File: src/hw/psp_regs.svh
// Purpose: register map, field positions and reset values of the parallel slave port
// Assumes: 32-bit AHB-Lite register window, one register per aligned word
// Notes:   definitions only
`ifndef PSP_REGS_SVH
`define PSP_REGS_SVH

// ==========================================================================
// register byte offsets
`define PSP_OFS_DATA       8'h00
`define PSP_OFS_CTRL       8'h04
`define PSP_OFS_DATA_DIR   8'h08
`define PSP_OFS_CTRL_DIR   8'h0C
`define PSP_OFS_IRQ_STAT   8'h10
`define PSP_OFS_IRQ_MASK   8'h14
`define PSP_OFS_PIN_IN     8'h18

// ==========================================================================
// parallel_port_control fields
`define PSP_CTRL_IBF_BIT   7
`define PSP_CTRL_OBF_BIT   6
`define PSP_CTRL_INPUT_OVERRUN_BIT  5
`define PSP_CTRL_MODE_BIT  4

// ==========================================================================
// interrupt status and mask fields
`define PSP_IRQ_PORT_BIT   0
`define PSP_IRQ_OVR_BIT    1
`define PSP_IRQ_W          2

// ==========================================================================
// reset values, slave-mode control direction and synchroniser depth
`define PSP_RST_CTRL       8'h00
`define PSP_RST_DATA       8'h00
`define PSP_RST_DATA_DIR   8'hFF
`define PSP_RST_CTRL_DIR   3'h7
`define PSP_RST_IRQ        2'h0
`define PSP_SLAVE_DIR      3'h7
`define PSP_SYNC_STAGES    2

`endif

File: src/hw/psp_pkg.sv
// Purpose: shared types of the parallel slave port
// Assumes: nothing
// Notes:   constants live in psp_regs.svh
package psp_pkg;

   // ==========================================================================
   // external access state, one-hot
   typedef enum logic [2:0] {
      ST_IDLE  = 3'b001,
      ST_WRITE = 3'b010,
      ST_READ  = 3'b100
   } port_state_t;

endpackage

File: src/hw/psp_sync.sv
// Purpose: multi-flop synchroniser for asynchronous pin inputs
// Assumes: inputs idle at the reset value given
// Notes:   the first stage feeds only the next stage
`timescale 1ns/100ps
module psp_sync #(
   parameter int              WIDTH  = 11,
   parameter int              STAGES = 2,
   parameter logic [WIDTH-1:0] RST_VAL = '1
) (
   input  wire logic             clk_i,
   input  wire logic             rst_n_i,
   input  wire logic [WIDTH-1:0] d_i,
   output logic      [WIDTH-1:0] q_o
);

   logic [WIDTH-1:0] stage_q [STAGES];

   // ==========================================================================
   // elaboration check
   if (STAGES < 2) begin : g_chk
      $error("psp_sync needs at least two stages");
   end

   always_ff @(posedge clk_i) begin
      if (!rst_n_i) begin
         for (int i = 0; i < STAGES; i++) begin
            stage_q[i] <= RST_VAL;
         end
      end else begin
         stage_q[0] <= d_i;
         for (int i = 1; i < STAGES; i++) begin
            stage_q[i] <= stage_q[i-1];
         end
      end
   end

   assign q_o = stage_q[STAGES-1];

endmodule

File: src/hw/parallel_slave_port.sv
// Purpose: 8-bit parallel slave port with AHB-Lite register access
// Assumes: MCLK_I at 10 MHz, synchronous active-low reset, one AHB-Lite master
// Notes:   strobes and data pins are asynchronous and pass two flops first
//
// The address map and the AHB-Lite interface to the registers were decided locally.
`timescale 1ns/100ps
`include "psp_regs.svh"

// Summary of operation
// [RULE1] mode bit set makes data pins a slave port, clear gives plain I/O
// [RULE2] external master reads or writes the latch anytime, clock unrelated
// [RULE3] in slave mode three pins act as active-low read, write, select
// [RULE4] control pins serve only when their direction bits are all input
// [RULE5] write runs while select and write low, ends when either goes high
// [RULE6] end of external write sets port interrupt flag and input-full
// [RULE7] select and read low starts a read; latch is driven onto pins
// [RULE8] CPU write during an external read shows at once, output-full stays clear
// [RULE9] select or read high releases pins and sets port interrupt flag
// [RULE10] input-full reads one while a received word waits for the CPU
// [RULE11] output-full reads one until the external master reads the word
// [RULE12] overrun set by write onto unread word; only software zero clears it
// [RULE13] mode bit read/write; low four control bits read zero
// [RULE14] whole control register resets to zero, port starts as plain I/O
// [RULE15] CPU data read clears input-full; CPU write outside read sets output-full
// [RULE16] select and strobes are synchronised before access edges are found
module parallel_slave_port
   import psp_pkg::*;
#(
   parameter int ADDR_W = 8
) (
   input  wire logic              MCLK_I,
   input  wire logic              RST_N_I,
   input  wire logic              HSEL_I,
   input  wire logic [ADDR_W-1:0] HADDR_I,
   input  wire logic [1:0]        HTRANS_I,
   input  wire logic              HWRITE_I,
   input  wire logic [2:0]        HSIZE_I,
   input  wire logic [31:0]       HWDATA_I,
   input  wire logic              HREADY_I,
   output logic      [31:0]       HRDATA_O,
   output logic                   HREADYOUT_O,
   output logic                   HRESP_O,
   input  wire logic [7:0]        PD_I,
   output logic      [7:0]        PD_O,
   output logic      [7:0]        PD_OE_N_O,
   input  wire logic              RD_N_I,
   input  wire logic              WR_N_I,
   input  wire logic              CS_N_I,
   output logic                   IRQ_O
);

   // ==========================================================================
   // elaboration check
   if (ADDR_W < 5 || ADDR_W > 8) begin : g_chk
      $error("parallel_slave_port needs ADDR_W between 5 and 8");
   end

   // ==========================================================================
   // pin synchronisers
   logic [10:0] pins_s;
   logic [7:0]  din_s;
   logic        rd_n_s;
   logic        wr_n_s;
   logic        cs_n_s;

   // the external side runs unrelated to MCLK_I, so nothing is read raw  RULE2
   psp_sync #(
      .WIDTH   (11),
      .STAGES  (`PSP_SYNC_STAGES),
      .RST_VAL (11'h7FF)
   ) u_sync (
      .clk_i   (MCLK_I),
      .rst_n_i (RST_N_I),
      .d_i     ({CS_N_I, WR_N_I, RD_N_I, PD_I}),
      .q_o     (pins_s)
   ); // RULE16

   assign din_s  = pins_s[7:0];
   assign rd_n_s = pins_s[8];
   assign wr_n_s = pins_s[9];
   assign cs_n_s = pins_s[10];

   // ==========================================================================
   // registers
   logic              mode_q;
   logic              ibf_q;
   logic              ibf_d;
   logic              obf_q;
   logic              input_overrun_q;
   logic [7:0]        latch_q;
   logic [7:0]        latch_d;
   logic [7:0]        cap_q;
   logic [7:0]        data_dir_q;
   logic [2:0]        ctrl_dir_q;
   logic [1:0]        irq_stat_q;
   logic [1:0]        irq_stat_d;
   logic [1:0]        irq_mask_q;
   port_state_t       state_q;
   port_state_t       state_d;

   // ==========================================================================
   // AHB-Lite slave, zero wait states
   logic              acc;
   logic              wr_phase_q;
   logic [ADDR_W-1:0] addr_q;
   logic              ctrl_rd_q;
   logic              cpu_rd;
   logic              cpu_data_wr;
   logic              cpu_ctrl_wr;
   logic [31:0]       rdata;

   assign acc    = HSEL_I && HTRANS_I[1] && HREADY_I;
   assign cpu_rd = acc && !HWRITE_I && (HADDR_I == ADDR_W'(`PSP_OFS_DATA));

   always_ff @(posedge MCLK_I) begin
      if (!RST_N_I) begin
         wr_phase_q <= 1'b0;
         addr_q     <= '0;
         ctrl_rd_q  <= 1'b0;
      end else begin
         wr_phase_q <= acc && HWRITE_I;
         addr_q     <= HADDR_I;
         ctrl_rd_q  <= acc && !HWRITE_I && (HADDR_I == ADDR_W'(`PSP_OFS_CTRL));
      end
   end

   assign cpu_data_wr = wr_phase_q && (addr_q == ADDR_W'(`PSP_OFS_DATA));
   assign cpu_ctrl_wr = wr_phase_q && (addr_q == ADDR_W'(`PSP_OFS_CTRL));

   always_comb begin
      rdata = 32'h0000_0000;
      unique case (HADDR_I)
         ADDR_W'(`PSP_OFS_DATA):     rdata[7:0] = latch_q;
         // low nibble stays zero  RULE13
         ADDR_W'(`PSP_OFS_CTRL):     rdata[7:0] = {ibf_q, obf_q, input_overrun_q, mode_q, 4'h0};
         ADDR_W'(`PSP_OFS_DATA_DIR): rdata[7:0] = data_dir_q;
         ADDR_W'(`PSP_OFS_CTRL_DIR): rdata[2:0] = ctrl_dir_q;
         ADDR_W'(`PSP_OFS_IRQ_STAT): rdata[1:0] = irq_stat_q;
         ADDR_W'(`PSP_OFS_IRQ_MASK): rdata[1:0] = irq_mask_q;
         ADDR_W'(`PSP_OFS_PIN_IN):   rdata[7:0] = din_s;
         default:                    rdata      = 32'h0000_0000;
      endcase
   end

   always_ff @(posedge MCLK_I) begin
      if (!RST_N_I) begin
         HRDATA_O    <= 32'h0000_0000;
         HREADYOUT_O <= 1'b1;
         HRESP_O     <= 1'b0;
      end else begin
         HREADYOUT_O <= 1'b1;
         HRESP_O     <= 1'b0;
         if (acc && !HWRITE_I) begin
            HRDATA_O <= rdata;
         end
      end
   end

   // ==========================================================================
   // configuration registers
   localparam logic [7:0] CTRL_RST = `PSP_RST_CTRL;

   always_ff @(posedge MCLK_I) begin
      if (!RST_N_I) begin
         mode_q     <= CTRL_RST[`PSP_CTRL_MODE_BIT]; // RULE14
         data_dir_q <= `PSP_RST_DATA_DIR;
         ctrl_dir_q <= `PSP_RST_CTRL_DIR;
         irq_mask_q <= `PSP_RST_IRQ;
      end else begin
         if (cpu_ctrl_wr) begin
            mode_q <= HWDATA_I[`PSP_CTRL_MODE_BIT]; // RULE13
         end
         if (wr_phase_q && addr_q == ADDR_W'(`PSP_OFS_DATA_DIR)) begin
            data_dir_q <= HWDATA_I[7:0];
         end
         if (wr_phase_q && addr_q == ADDR_W'(`PSP_OFS_CTRL_DIR)) begin
            ctrl_dir_q <= HWDATA_I[2:0];
         end
         if (wr_phase_q && addr_q == ADDR_W'(`PSP_OFS_IRQ_MASK)) begin
            irq_mask_q <= HWDATA_I[1:0];
         end
      end
   end

   // ==========================================================================
   // external access detection
   logic slave_en;
   logic wr_act;
   logic rd_act;
   logic wr_end;
   logic rd_start;
   logic rd_end;

   // strobes only count with all three control pins set as inputs  RULE4
   assign slave_en = mode_q && (ctrl_dir_q == `PSP_SLAVE_DIR); // RULE1
   assign wr_act   = slave_en && !cs_n_s && !wr_n_s; // RULE3
   assign rd_act   = slave_en && !cs_n_s && !rd_n_s; // RULE3

   always_comb begin
      state_d = state_q;
      unique case (state_q)
         ST_IDLE: begin
            if (wr_act) begin
               state_d = ST_WRITE;
            end else if (rd_act) begin
               state_d = ST_READ;
            end
         end
         ST_WRITE: begin
            if (!wr_act) begin
               state_d = ST_IDLE; // RULE5
            end
         end
         ST_READ: begin
            if (!rd_act) begin
               state_d = ST_IDLE;
            end
         end
         default: state_d = ST_IDLE;
      endcase
   end

   always_ff @(posedge MCLK_I) begin
      if (!RST_N_I) begin
         state_q <= ST_IDLE;
      end else begin
         state_q <= state_d;
      end
   end

   assign wr_end   = (state_q == ST_WRITE) && !wr_act;
   assign rd_start = (state_q == ST_IDLE) && !wr_act && rd_act;
   assign rd_end   = (state_q == ST_READ) && !rd_act;

   // the word still on the pins in the last active cycle is the one kept  RULE5
   always_ff @(posedge MCLK_I) begin
      if (!RST_N_I) begin
         cap_q <= `PSP_RST_DATA;
      end else if (wr_act) begin
         cap_q <= din_s;
      end
   end

   // ==========================================================================
   // data latch and status flags
   always_comb begin
      latch_d = latch_q;
      if (cpu_data_wr) begin
         latch_d = HWDATA_I[7:0]; // RULE8
      end
      if (wr_end) begin
         latch_d = cap_q;
      end
   end

   // hardware set wins over the CPU read that clears  RULE15
   always_comb begin
      ibf_d = ibf_q;
      if (cpu_rd) begin
         ibf_d = 1'b0;
      end
      if (wr_end) begin
         ibf_d = 1'b1; // RULE6 RULE10
      end
   end

   always_ff @(posedge MCLK_I) begin
      if (!RST_N_I) begin
         latch_q <= `PSP_RST_DATA;
         ibf_q   <= 1'b0;
      end else begin
         latch_q <= latch_d;
         ibf_q   <= ibf_d;
      end
   end

   always_ff @(posedge MCLK_I) begin
      if (!RST_N_I) begin
         obf_q <= 1'b0;
      end else if (cpu_data_wr && state_q != ST_READ) begin
         obf_q <= 1'b1; // RULE15
      end else if (rd_start) begin
         obf_q <= 1'b0; // RULE11
      end
   end

   // writes of one to the overrun bit are ignored  RULE12
   always_ff @(posedge MCLK_I) begin
      if (!RST_N_I) begin
         input_overrun_q <= 1'b0;
      end else if (wr_end && ibf_q && !cpu_rd) begin
         input_overrun_q <= 1'b1; // RULE12
      end else if (cpu_ctrl_wr && !HWDATA_I[`PSP_CTRL_INPUT_OVERRUN_BIT]) begin
         input_overrun_q <= 1'b0;
      end
   end

   // ==========================================================================
   // interrupt status, write one to clear, set wins
   always_comb begin
      irq_stat_d = irq_stat_q;
      if (wr_phase_q && addr_q == ADDR_W'(`PSP_OFS_IRQ_STAT)) begin
         irq_stat_d = irq_stat_q & ~HWDATA_I[1:0];
      end
      if (wr_end || rd_end) begin
         irq_stat_d[`PSP_IRQ_PORT_BIT] = 1'b1; // RULE6 RULE9
      end
      if (wr_end && ibf_q && !cpu_rd) begin
         irq_stat_d[`PSP_IRQ_OVR_BIT] = 1'b1;
      end
   end

   always_ff @(posedge MCLK_I) begin
      if (!RST_N_I) begin
         irq_stat_q <= `PSP_RST_IRQ;
         IRQ_O      <= 1'b0;
      end else begin
         irq_stat_q <= irq_stat_d;
         IRQ_O      <= |(irq_stat_d & irq_mask_q);
      end
   end

   // ==========================================================================
   // pin drivers, registered one cycle behind the decision
   always_ff @(posedge MCLK_I) begin
      if (!RST_N_I) begin
         PD_O      <= `PSP_RST_DATA;
         PD_OE_N_O <= 8'hFF;
      end else begin
         PD_O <= latch_d; // RULE8
         if (!mode_q) begin
            PD_OE_N_O <= data_dir_q; // RULE1
         end else if (rd_act && !wr_act && state_q != ST_WRITE) begin
            PD_OE_N_O <= 8'h00; // RULE7
         end else begin
            PD_OE_N_O <= 8'hFF; // RULE9
         end
      end
   end

   // ==========================================================================
   // checks
   property p_gpio_idle;
      @(posedge MCLK_I) disable iff (!RST_N_I)
      !slave_en |=> state_q == ST_IDLE;
   endproperty
   a_gpio_idle: assert property (p_gpio_idle) else $error("port active without slave enable"); // RULE1 RULE4

   property p_write_end;
      @(posedge MCLK_I) disable iff (!RST_N_I)
      wr_end |=> ibf_q && irq_stat_q[`PSP_IRQ_PORT_BIT] && latch_q == $past(cap_q);
   endproperty
   a_write_end: assert property (p_write_end) else $error("write end did not set flags"); // RULE6

   property p_read_drive;
      @(posedge MCLK_I) disable iff (!RST_N_I)
      (state_q == ST_READ && rd_act) |=> PD_OE_N_O == 8'h00 && PD_O == latch_q;
   endproperty
   a_read_drive: assert property (p_read_drive) else $error("read not driving pins"); // RULE7

   property p_read_end;
      @(posedge MCLK_I) disable iff (!RST_N_I)
      rd_end |=> PD_OE_N_O == 8'hFF && irq_stat_q[`PSP_IRQ_PORT_BIT];
   endproperty
   a_read_end: assert property (p_read_end) else $error("read end did not release"); // RULE9

   property p_write_in_read;
      @(posedge MCLK_I) disable iff (!RST_N_I)
      (state_q == ST_READ && rd_act && cpu_data_wr) |=> !obf_q && PD_O == $past(HWDATA_I[7:0]);
   endproperty
   a_write_in_read: assert property (p_write_in_read) else $error("read-time write wrong"); // RULE8

   property p_overrun_hold;
      @(posedge MCLK_I) disable iff (!RST_N_I)
      input_overrun_q && !(cpu_ctrl_wr && !HWDATA_I[`PSP_CTRL_INPUT_OVERRUN_BIT]) |=> input_overrun_q;
   endproperty
   a_overrun_hold: assert property (p_overrun_hold) else $error("overrun lost"); // RULE12

   property p_ctrl_low_zero;
      @(posedge MCLK_I) disable iff (!RST_N_I)
      ctrl_rd_q |-> HRDATA_O[3:0] == 4'h0 && HRDATA_O[31:8] == 24'h000000;
   endproperty
   a_ctrl_low_zero: assert property (p_ctrl_low_zero) else $error("control spare bits set"); // RULE13

   property p_reset_ctrl;
      @(posedge MCLK_I)
      !RST_N_I |=> !mode_q && !ibf_q && !obf_q && !input_overrun_q;
   endproperty
   a_reset_ctrl: assert property (p_reset_ctrl) else $error("control not zero after reset"); // RULE14

   property p_cpu_read_clear;
      @(posedge MCLK_I) disable iff (!RST_N_I)
      (cpu_rd && !wr_end) |=> !ibf_q;
   endproperty
   a_cpu_read_clear: assert property (p_cpu_read_clear) else $error("data read kept full"); // RULE15

   property p_sync_select;
      @(posedge MCLK_I) disable iff (!RST_N_I)
      $rose(CS_N_I) && state_q != ST_IDLE |=> state_q != ST_IDLE;
   endproperty
   a_sync_select: assert property (p_sync_select) else $error("select acted unsynchronised"); // RULE16

endmodule

File: config.mk
export PLATFORM = sky130hd
export DESIGN_NAME = parallel_slave_port
export DESIGN_NICKNAME = d
export VERILOG_FILES = /design/src/hw/psp_pkg.sv /design/src/hw/psp_sync.sv /design/src/hw/parallel_slave_port.sv
export VERILOG_INCLUDE_DIRS = /design/src /design/src/hw
export SDC_FILE = /design/constraint.sdc
export NUM_CORES = 1
export LEC_CHECK = 0
export BUFFER_PORTS_ARGS = -buffer_cell sky130_fd_sc_hd__buf_2
export CORE_UTILIZATION = 57
export CTS_BUF_LIST = sky130_fd_sc_hd__clkbuf_8
export CTS_CLUSTER_SIZE = 10
export DETAILED_ROUTE_END_ITERATION = 16
export HOLD_SLACK_MARGIN = 0.03
export PLACE_DENSITY_LB_ADDON = 0.25
export SYNTH_ARGS = -nofsm -noshare
export SYNTH_HDL_FRONTEND = slang
export SYNTH_SLANG_ARGS = --single-unit
File: constraint.sdc
create_clock -name MCLK_I -period 5.3 [get_ports MCLK_I]
set_clock_uncertainty 0.1 [all_clocks]
set_input_delay 0.795 -clock MCLK_I [delete_from_list [all_inputs] [get_ports MCLK_I]]
set_output_delay 0.795 -clock MCLK_I [all_outputs]
set_load 0.1 [all_outputs]
[Word level (Yosys, flattened, before mapping)]
Memories as Yosys holds them, arrays and structs flattened.
Cells that the tools add are included.
Cells by class
  equality and inequality tests: 20
  mux-type cells: 25
  bitwise operators: 5
  reduce and logical (&&, ||, !) cells: 42
Operators with widths (count)
  8-bit by 5-bit equality test with 1-bit output, second input constant: 5
  8-bit by 4-bit equality test with 1-bit output, second input constant: 4
  8-bit two-way mux: 4
  1-bit logical AND: 25
  11-bit two-way mux: 2
  5-bit one-hot mux with 4 select lines: 1
  8-bit by 3-bit equality test with 1-bit output, second input constant: 2
  8-bit logical NOT: 2
  3-bit two-way mux: 4
  2-bit one-hot mux with 6 select lines: 1
  1-bit two-way mux: 10
  3-bit one-hot mux with 3 select lines: 1
  1-bit logical NOT: 8
  2-bit nonzero test: 4
  3-bit equality test, second input constant: 2
  3-bit != test, second input constant: 2
  2-bit AND: 2
  2-bit != test, second input constant: 2
  1-bit one-hot mux with 4 select lines: 1
  3-bit by 1-bit equality test with 1-bit output, second input constant: 1
  3-bit by 2-bit equality test with 1-bit output, second input constant: 1
  3-bit by 2-bit != test with 1-bit output, second input constant: 1
  3-bit AND reduction: 1
  2-bit two-way mux: 1
  other kinds (4): 5
Word-level totals
  register bits after elaboration: 64
  memory bits (writable): 22
  input bits: 61
  output and inout port bits: 51
  logic and storage cells: 109
  memories kept: 1
Memory list
  u_sync.stage_q: words 2, bits a word 11, read ports 2, clocked after memory_dff 0, wr ports 2, line psp_sync.sv:16  | logic [WIDTH-1:0] stage_q [STAGES];

[Depth between registers and ports, before layout]
  depth in word-level cells: 11
  gate-level depth with buffers: 6
  gate-level depth less buffers: 4

[By module]
Synthesis repeated with hierarchy kept, for this count alone.
Unflattened totals
  cells, all modules: 388
  area, all modules: 3636.0 um2
Modules (own cells, without submodules)
  parallel_slave_port: instances 1, cells an instance 331, area each 2960.3 um2, seq. area each 1281.2 um2
  psp_sync: instances 1, cells an instance 57, area each 675.6 um2, seq. area each 440.4 um2

[Least setup slack after synthesis]
No wires, ideal clock.
  path kind: input -> register
  start: input port HADDR_I[4]
  end: register HRDATA_O[1]
  arrival: 2.058 ns
  setup slack: 3.067 ns
  stages on the path: 6
  buffers on the path: 2
  cell sequence: buf_2 or4b_2 clkbuf_1 nor3_1 a221oi_1 a31oi_1
Between the ends
  longest elaborated chain between the ends: 2
Ends and longest elaborated chain
  start: declaration: line parallel_slave_port.sv:34  | input wire logic [ADDR_W-1:0] HADDR_I,
  8-bit by 5-bit equality test with 1-bit output (tied with other cells): line parallel_slave_port.sv:132  | unique case (HADDR_I)
  2-bit one-hot mux with 6 select lines (*): line parallel_slave_port.sv:132
  end signal: assignment: line parallel_slave_port.sv:154  | HRDATA_O <= rdata;
  end: declaration: line parallel_slave_port.sv:40  | output logic [31:0] HRDATA_O,
Mark *: on every way between the ends. The rest lies on a longest branch, timed or not.
A chain may end at the register's enable or synchronous reset.

[Worst setup path after layout]
  start: input port HADDR_I[2]
  end: register IRQ_O
Between the ends
  longest elaborated chain between the ends: 7
Ends and longest elaborated chain
  8-bit logical NOT: line parallel_slave_port.sv:113  | assign cpu_rd = acc && !HWRITE_I && (HADDR_I == ADDR_W'(`PSP_OFS_DATA));
  1-bit logical AND: line parallel_slave_port.sv:113
  1-bit logical NOT: line parallel_slave_port.sv:308  | if (wr_end && ibf_q && !cpu_rd) begin
  1-bit logical AND: line parallel_slave_port.sv:308
  1-bit two-way mux: line parallel_slave_port.sv:308
  2-bit AND: line parallel_slave_port.sv:319  | IRQ_O <= |(irq_stat_d & irq_mask_q);
  2-bit OR reduction: line parallel_slave_port.sv:319
  end signal: assignment: line parallel_slave_port.sv:319
  end: declaration: line parallel_slave_port.sv:49  | output logic IRQ_O
No other way between the ends.

==> reports/metrics.cfg <==
[run_status]
status = finished, final reports clean

[timing]
setup_tns_ns = 0
worstMarginPinSlew_ns = 0.773
period_needed_ns = 2.37
rsz0062_at_grt = false
max_freq_mhz = 422
finalMaxSlewViolations = 0
finalSetupViolCount = 0
hold_violations = 0
holdWs_ns = 0.313
fin_crit_sh_pct = 44.8
maxSlewHeadroom_pct = 48.2

[floorplanning]
die_y_um = 82.4
core_area_um2 = 6060
num_rows = 28
die_x_um = 82.4
dieArea_um2 = 6790
initial_utilization_pct = 60.8
io_pins = 112

[synthesis]
ys_types = 54
netlist_area_um2 = 3680
syn_inst = 410
netlist_top_cells_count = 86 x dfxtp_1, 42 x nand2_1, 30 x o21ai_0
yosys.area.top_type_share_pct = 46.8
synth_most_common_cell = dfxtp_1
synth-edff-count = 0
seq_area_frac_synth_pct = 46.8
synth.top_cells.by_area = dfxtp_1 47%, buf_4 5.5%, nand2b_1 4.6%
syn_area_per_cell_um2 = 8.98
synth_ff_type = dfxtp_1
yosys_register_bits = 86
synth_top_cell_by_area = dfxtp_1
ys_warn_count = 0
async_flop_share_pct = 0

[clock_tree]
cts_hold_repair.buffers = 0
clkTransAtPathRegs_ns = 0.09
cts_tree = done
cts_buffer_depth = 2
cts_resized = 0
root_buffer = clkbuf_8
numCtsBuffers = 9
clock-sinks = 86
post_cts_buffers = 0
htree_levels = 3
clk_latency_ns = 0.35

[setup_path]
worstRegToRegCells = 4
worstSetupPathType = in2reg
worstSetupStartpointType = input pin
crit_required_ns = 5.43
critPathMaxFanout = 18
cp_data_arrival_time_ns = 2.51
crit_path_end_kind = flop

[place]
placedCellCount = 518
routabilityCongestion = 0.869
hpwl_mm = 5.35
numPortBuffers = 57

[route]
drtPass1Iterations = 5
drtIter0Drc = 223
routed_via_density = 5.35
wl_per_cell_um = 13.8
dr_total_vias = 2856
ant_nets = 0
route.detailed.drc = 0
routed_wl_mm = 7.36

[pwr]
p_int_uw = 909
p_seq_share_pct = 52.0
power_uw = 1280
vdd_drop_max_uv = 269
p_clk_share_pct = 36.6
p_sw_uw = 368
p_leak_uw = 0.00164
switching_share_pct = 28.8
combPwrFrac_pct = 11.3
power_density_nw_per_um2 = 314

[finish]
fillers = 512
antenna_cells = 0
drive_above_1_share_pct = 19.0
multi_input_comb_area_um2 = 1670
regArea_um2 = 1720
nNetsFinal = 515
fin_util_pct = 67.0
syn_to_final_growth_pct = 10.3
final_cells = 534

[grt]
grt_pass1_vias = 2496
antenna_found_initial = 0
grt.overflow.total = 0
grt_max_degree = 66
grt_usage_pct = 23.4
grt_pass1_wl_mm = 11.8

[run]
drv_cap = 0

[min_path]
hold_path_class = reg2reg
min_path_cells = 1

sequential cells by signal, summed over array words and instances (netlist names):
| register | cells |
|---|---|
| ibf_q | 1 |
| cap_q | 8 |
| ctrl_dir_q | 3 |
| PD_OE_N_O | 8 |
| wr_phase_q | 1 |
| obf_q | 1 |
| state_q | 3 |
| addr_q | 8 |
| HRDATA_O | 8 |
| irq_mask_q | 2 |
| IRQ_O | 1 |
| mode_q | 1 |
| PD_O | 8 |
| data_dir_q | 8 |
| irq_stat_q | 2 |
| u_sync.stage_q | 22 |
| input_overrun_q | 1 |
per-stage QoR:
| stage | setup slack, ns | area (µm²) |
|---|---|---|
| floorplan | 3.07 | 3770 |
| global placement | 2.58 | 3860 |
| detailed placement | 2.58 | 3860 |
| CTS | 2.95 | 4060 |
| global route | 2.84 | 4060 |
| finish | 2.93 | 4060 |
final timing paths:
| check | slack [ns] | start | to |
|---|---|---|---|
| hold / removal | 0.31 | u_sync.stage_q[0][10]$_SDFF_PN1_ | u_sync.stage_q[0][21]$_SDFF_PN1_ |
| hold reg to reg | 0.31 | u_sync.stage_q[0][10]$_SDFF_PN1_ | u_sync.stage_q[0][21]$_SDFF_PN1_ |
| setup / recovery | 2.93 | HADDR_I[2] | IRQ_O$_SDFF_PN0_ |
| setup reg to reg | 3.22 | mode_q$_SDFFE_PN0P_ | PD_O[7]$_SDFFE_PN0P_ |
worst max-delay path: stages:
cell       delay, ns
buf_2           0.17
or4_1           0.84
o31ai_2         0.41
a2bb2oi_2       0.19
o22ai_1         0.09
cell usage in the layout (no fill, tap or decap), types with 2 or more instances in the layout:
master    synthesis  layout
a21boi_0          3       3
a21oi_1           4       4
a221oi_1          2       2
a31oi_1          11      11
and2_1            9       9
and3_1            2       2
buf_2             8      57
clkbuf_8          0       9
clkinv_4          0       2
conb_1            2      26
dfxtp_1          86      86
inv_1            22      22
inv_6             0       2
mux2i_1          15      15
nand2_1          42      42
nand2b_1         27      27
nand3_1           2       2
nand3b_1          2       2
nand4_1           5       5
nand4b_1          2       2
nor2_1           11      11
nor2b_1          17      17
nor3_1           21      21
nor4_1            5       5
nor4b_4           2       2
o211ai_1          8       8
o21ai_0          30      30
or2_2             2       2
or4_1             3       3
or4b_2            2       2
logic make-up after synthesis:
kind of cell	share of synthesized area (%)
flip-flops	46.8
other	0.204
AND/OR/NAND/NOR	25.8
buffers and inverters	10.5
XOR/XNOR	0.238
AO/OA/AOI/OAI	12.2
multiplexers	4.38
layout make-up:
class	instances	share of cell area, %
Clock buffer	9	3.05
Clock inverter	7	2.00
Inverter	22	2.03
Multi-Input combinational cell	277	41.0
Sequential cell	86	42.4
Tap cell	75	2.31
Timing Repair Buffer	58	7.21
power by group through the flow:
stage	Clock [µW]	Sequential [µW]	Combinational, µW
after global routing	507	666	152
after floorplan	0	683	131
final	468	664	144
after global placement	0	679	142
after detailed placement	0	680	143
after CTS	475	664	144
per-layer routing:
layer | up-vias | GRT usage (%) | routed length (µm) | part of all wire [%]
met2 | 120 | 36.4 | 3370 | 46
li1 | 1432 | - | - | -
met5 | - | 0 | 0 | 0
met4 | 0 | 5.96 | 93 | 1.3
met3 | 10 | 7.47 | 539 | 7.3
met1 | 1294 | 31.2 | 3360 | 46
Note: power is estimated with default switching activity, not from simulation.
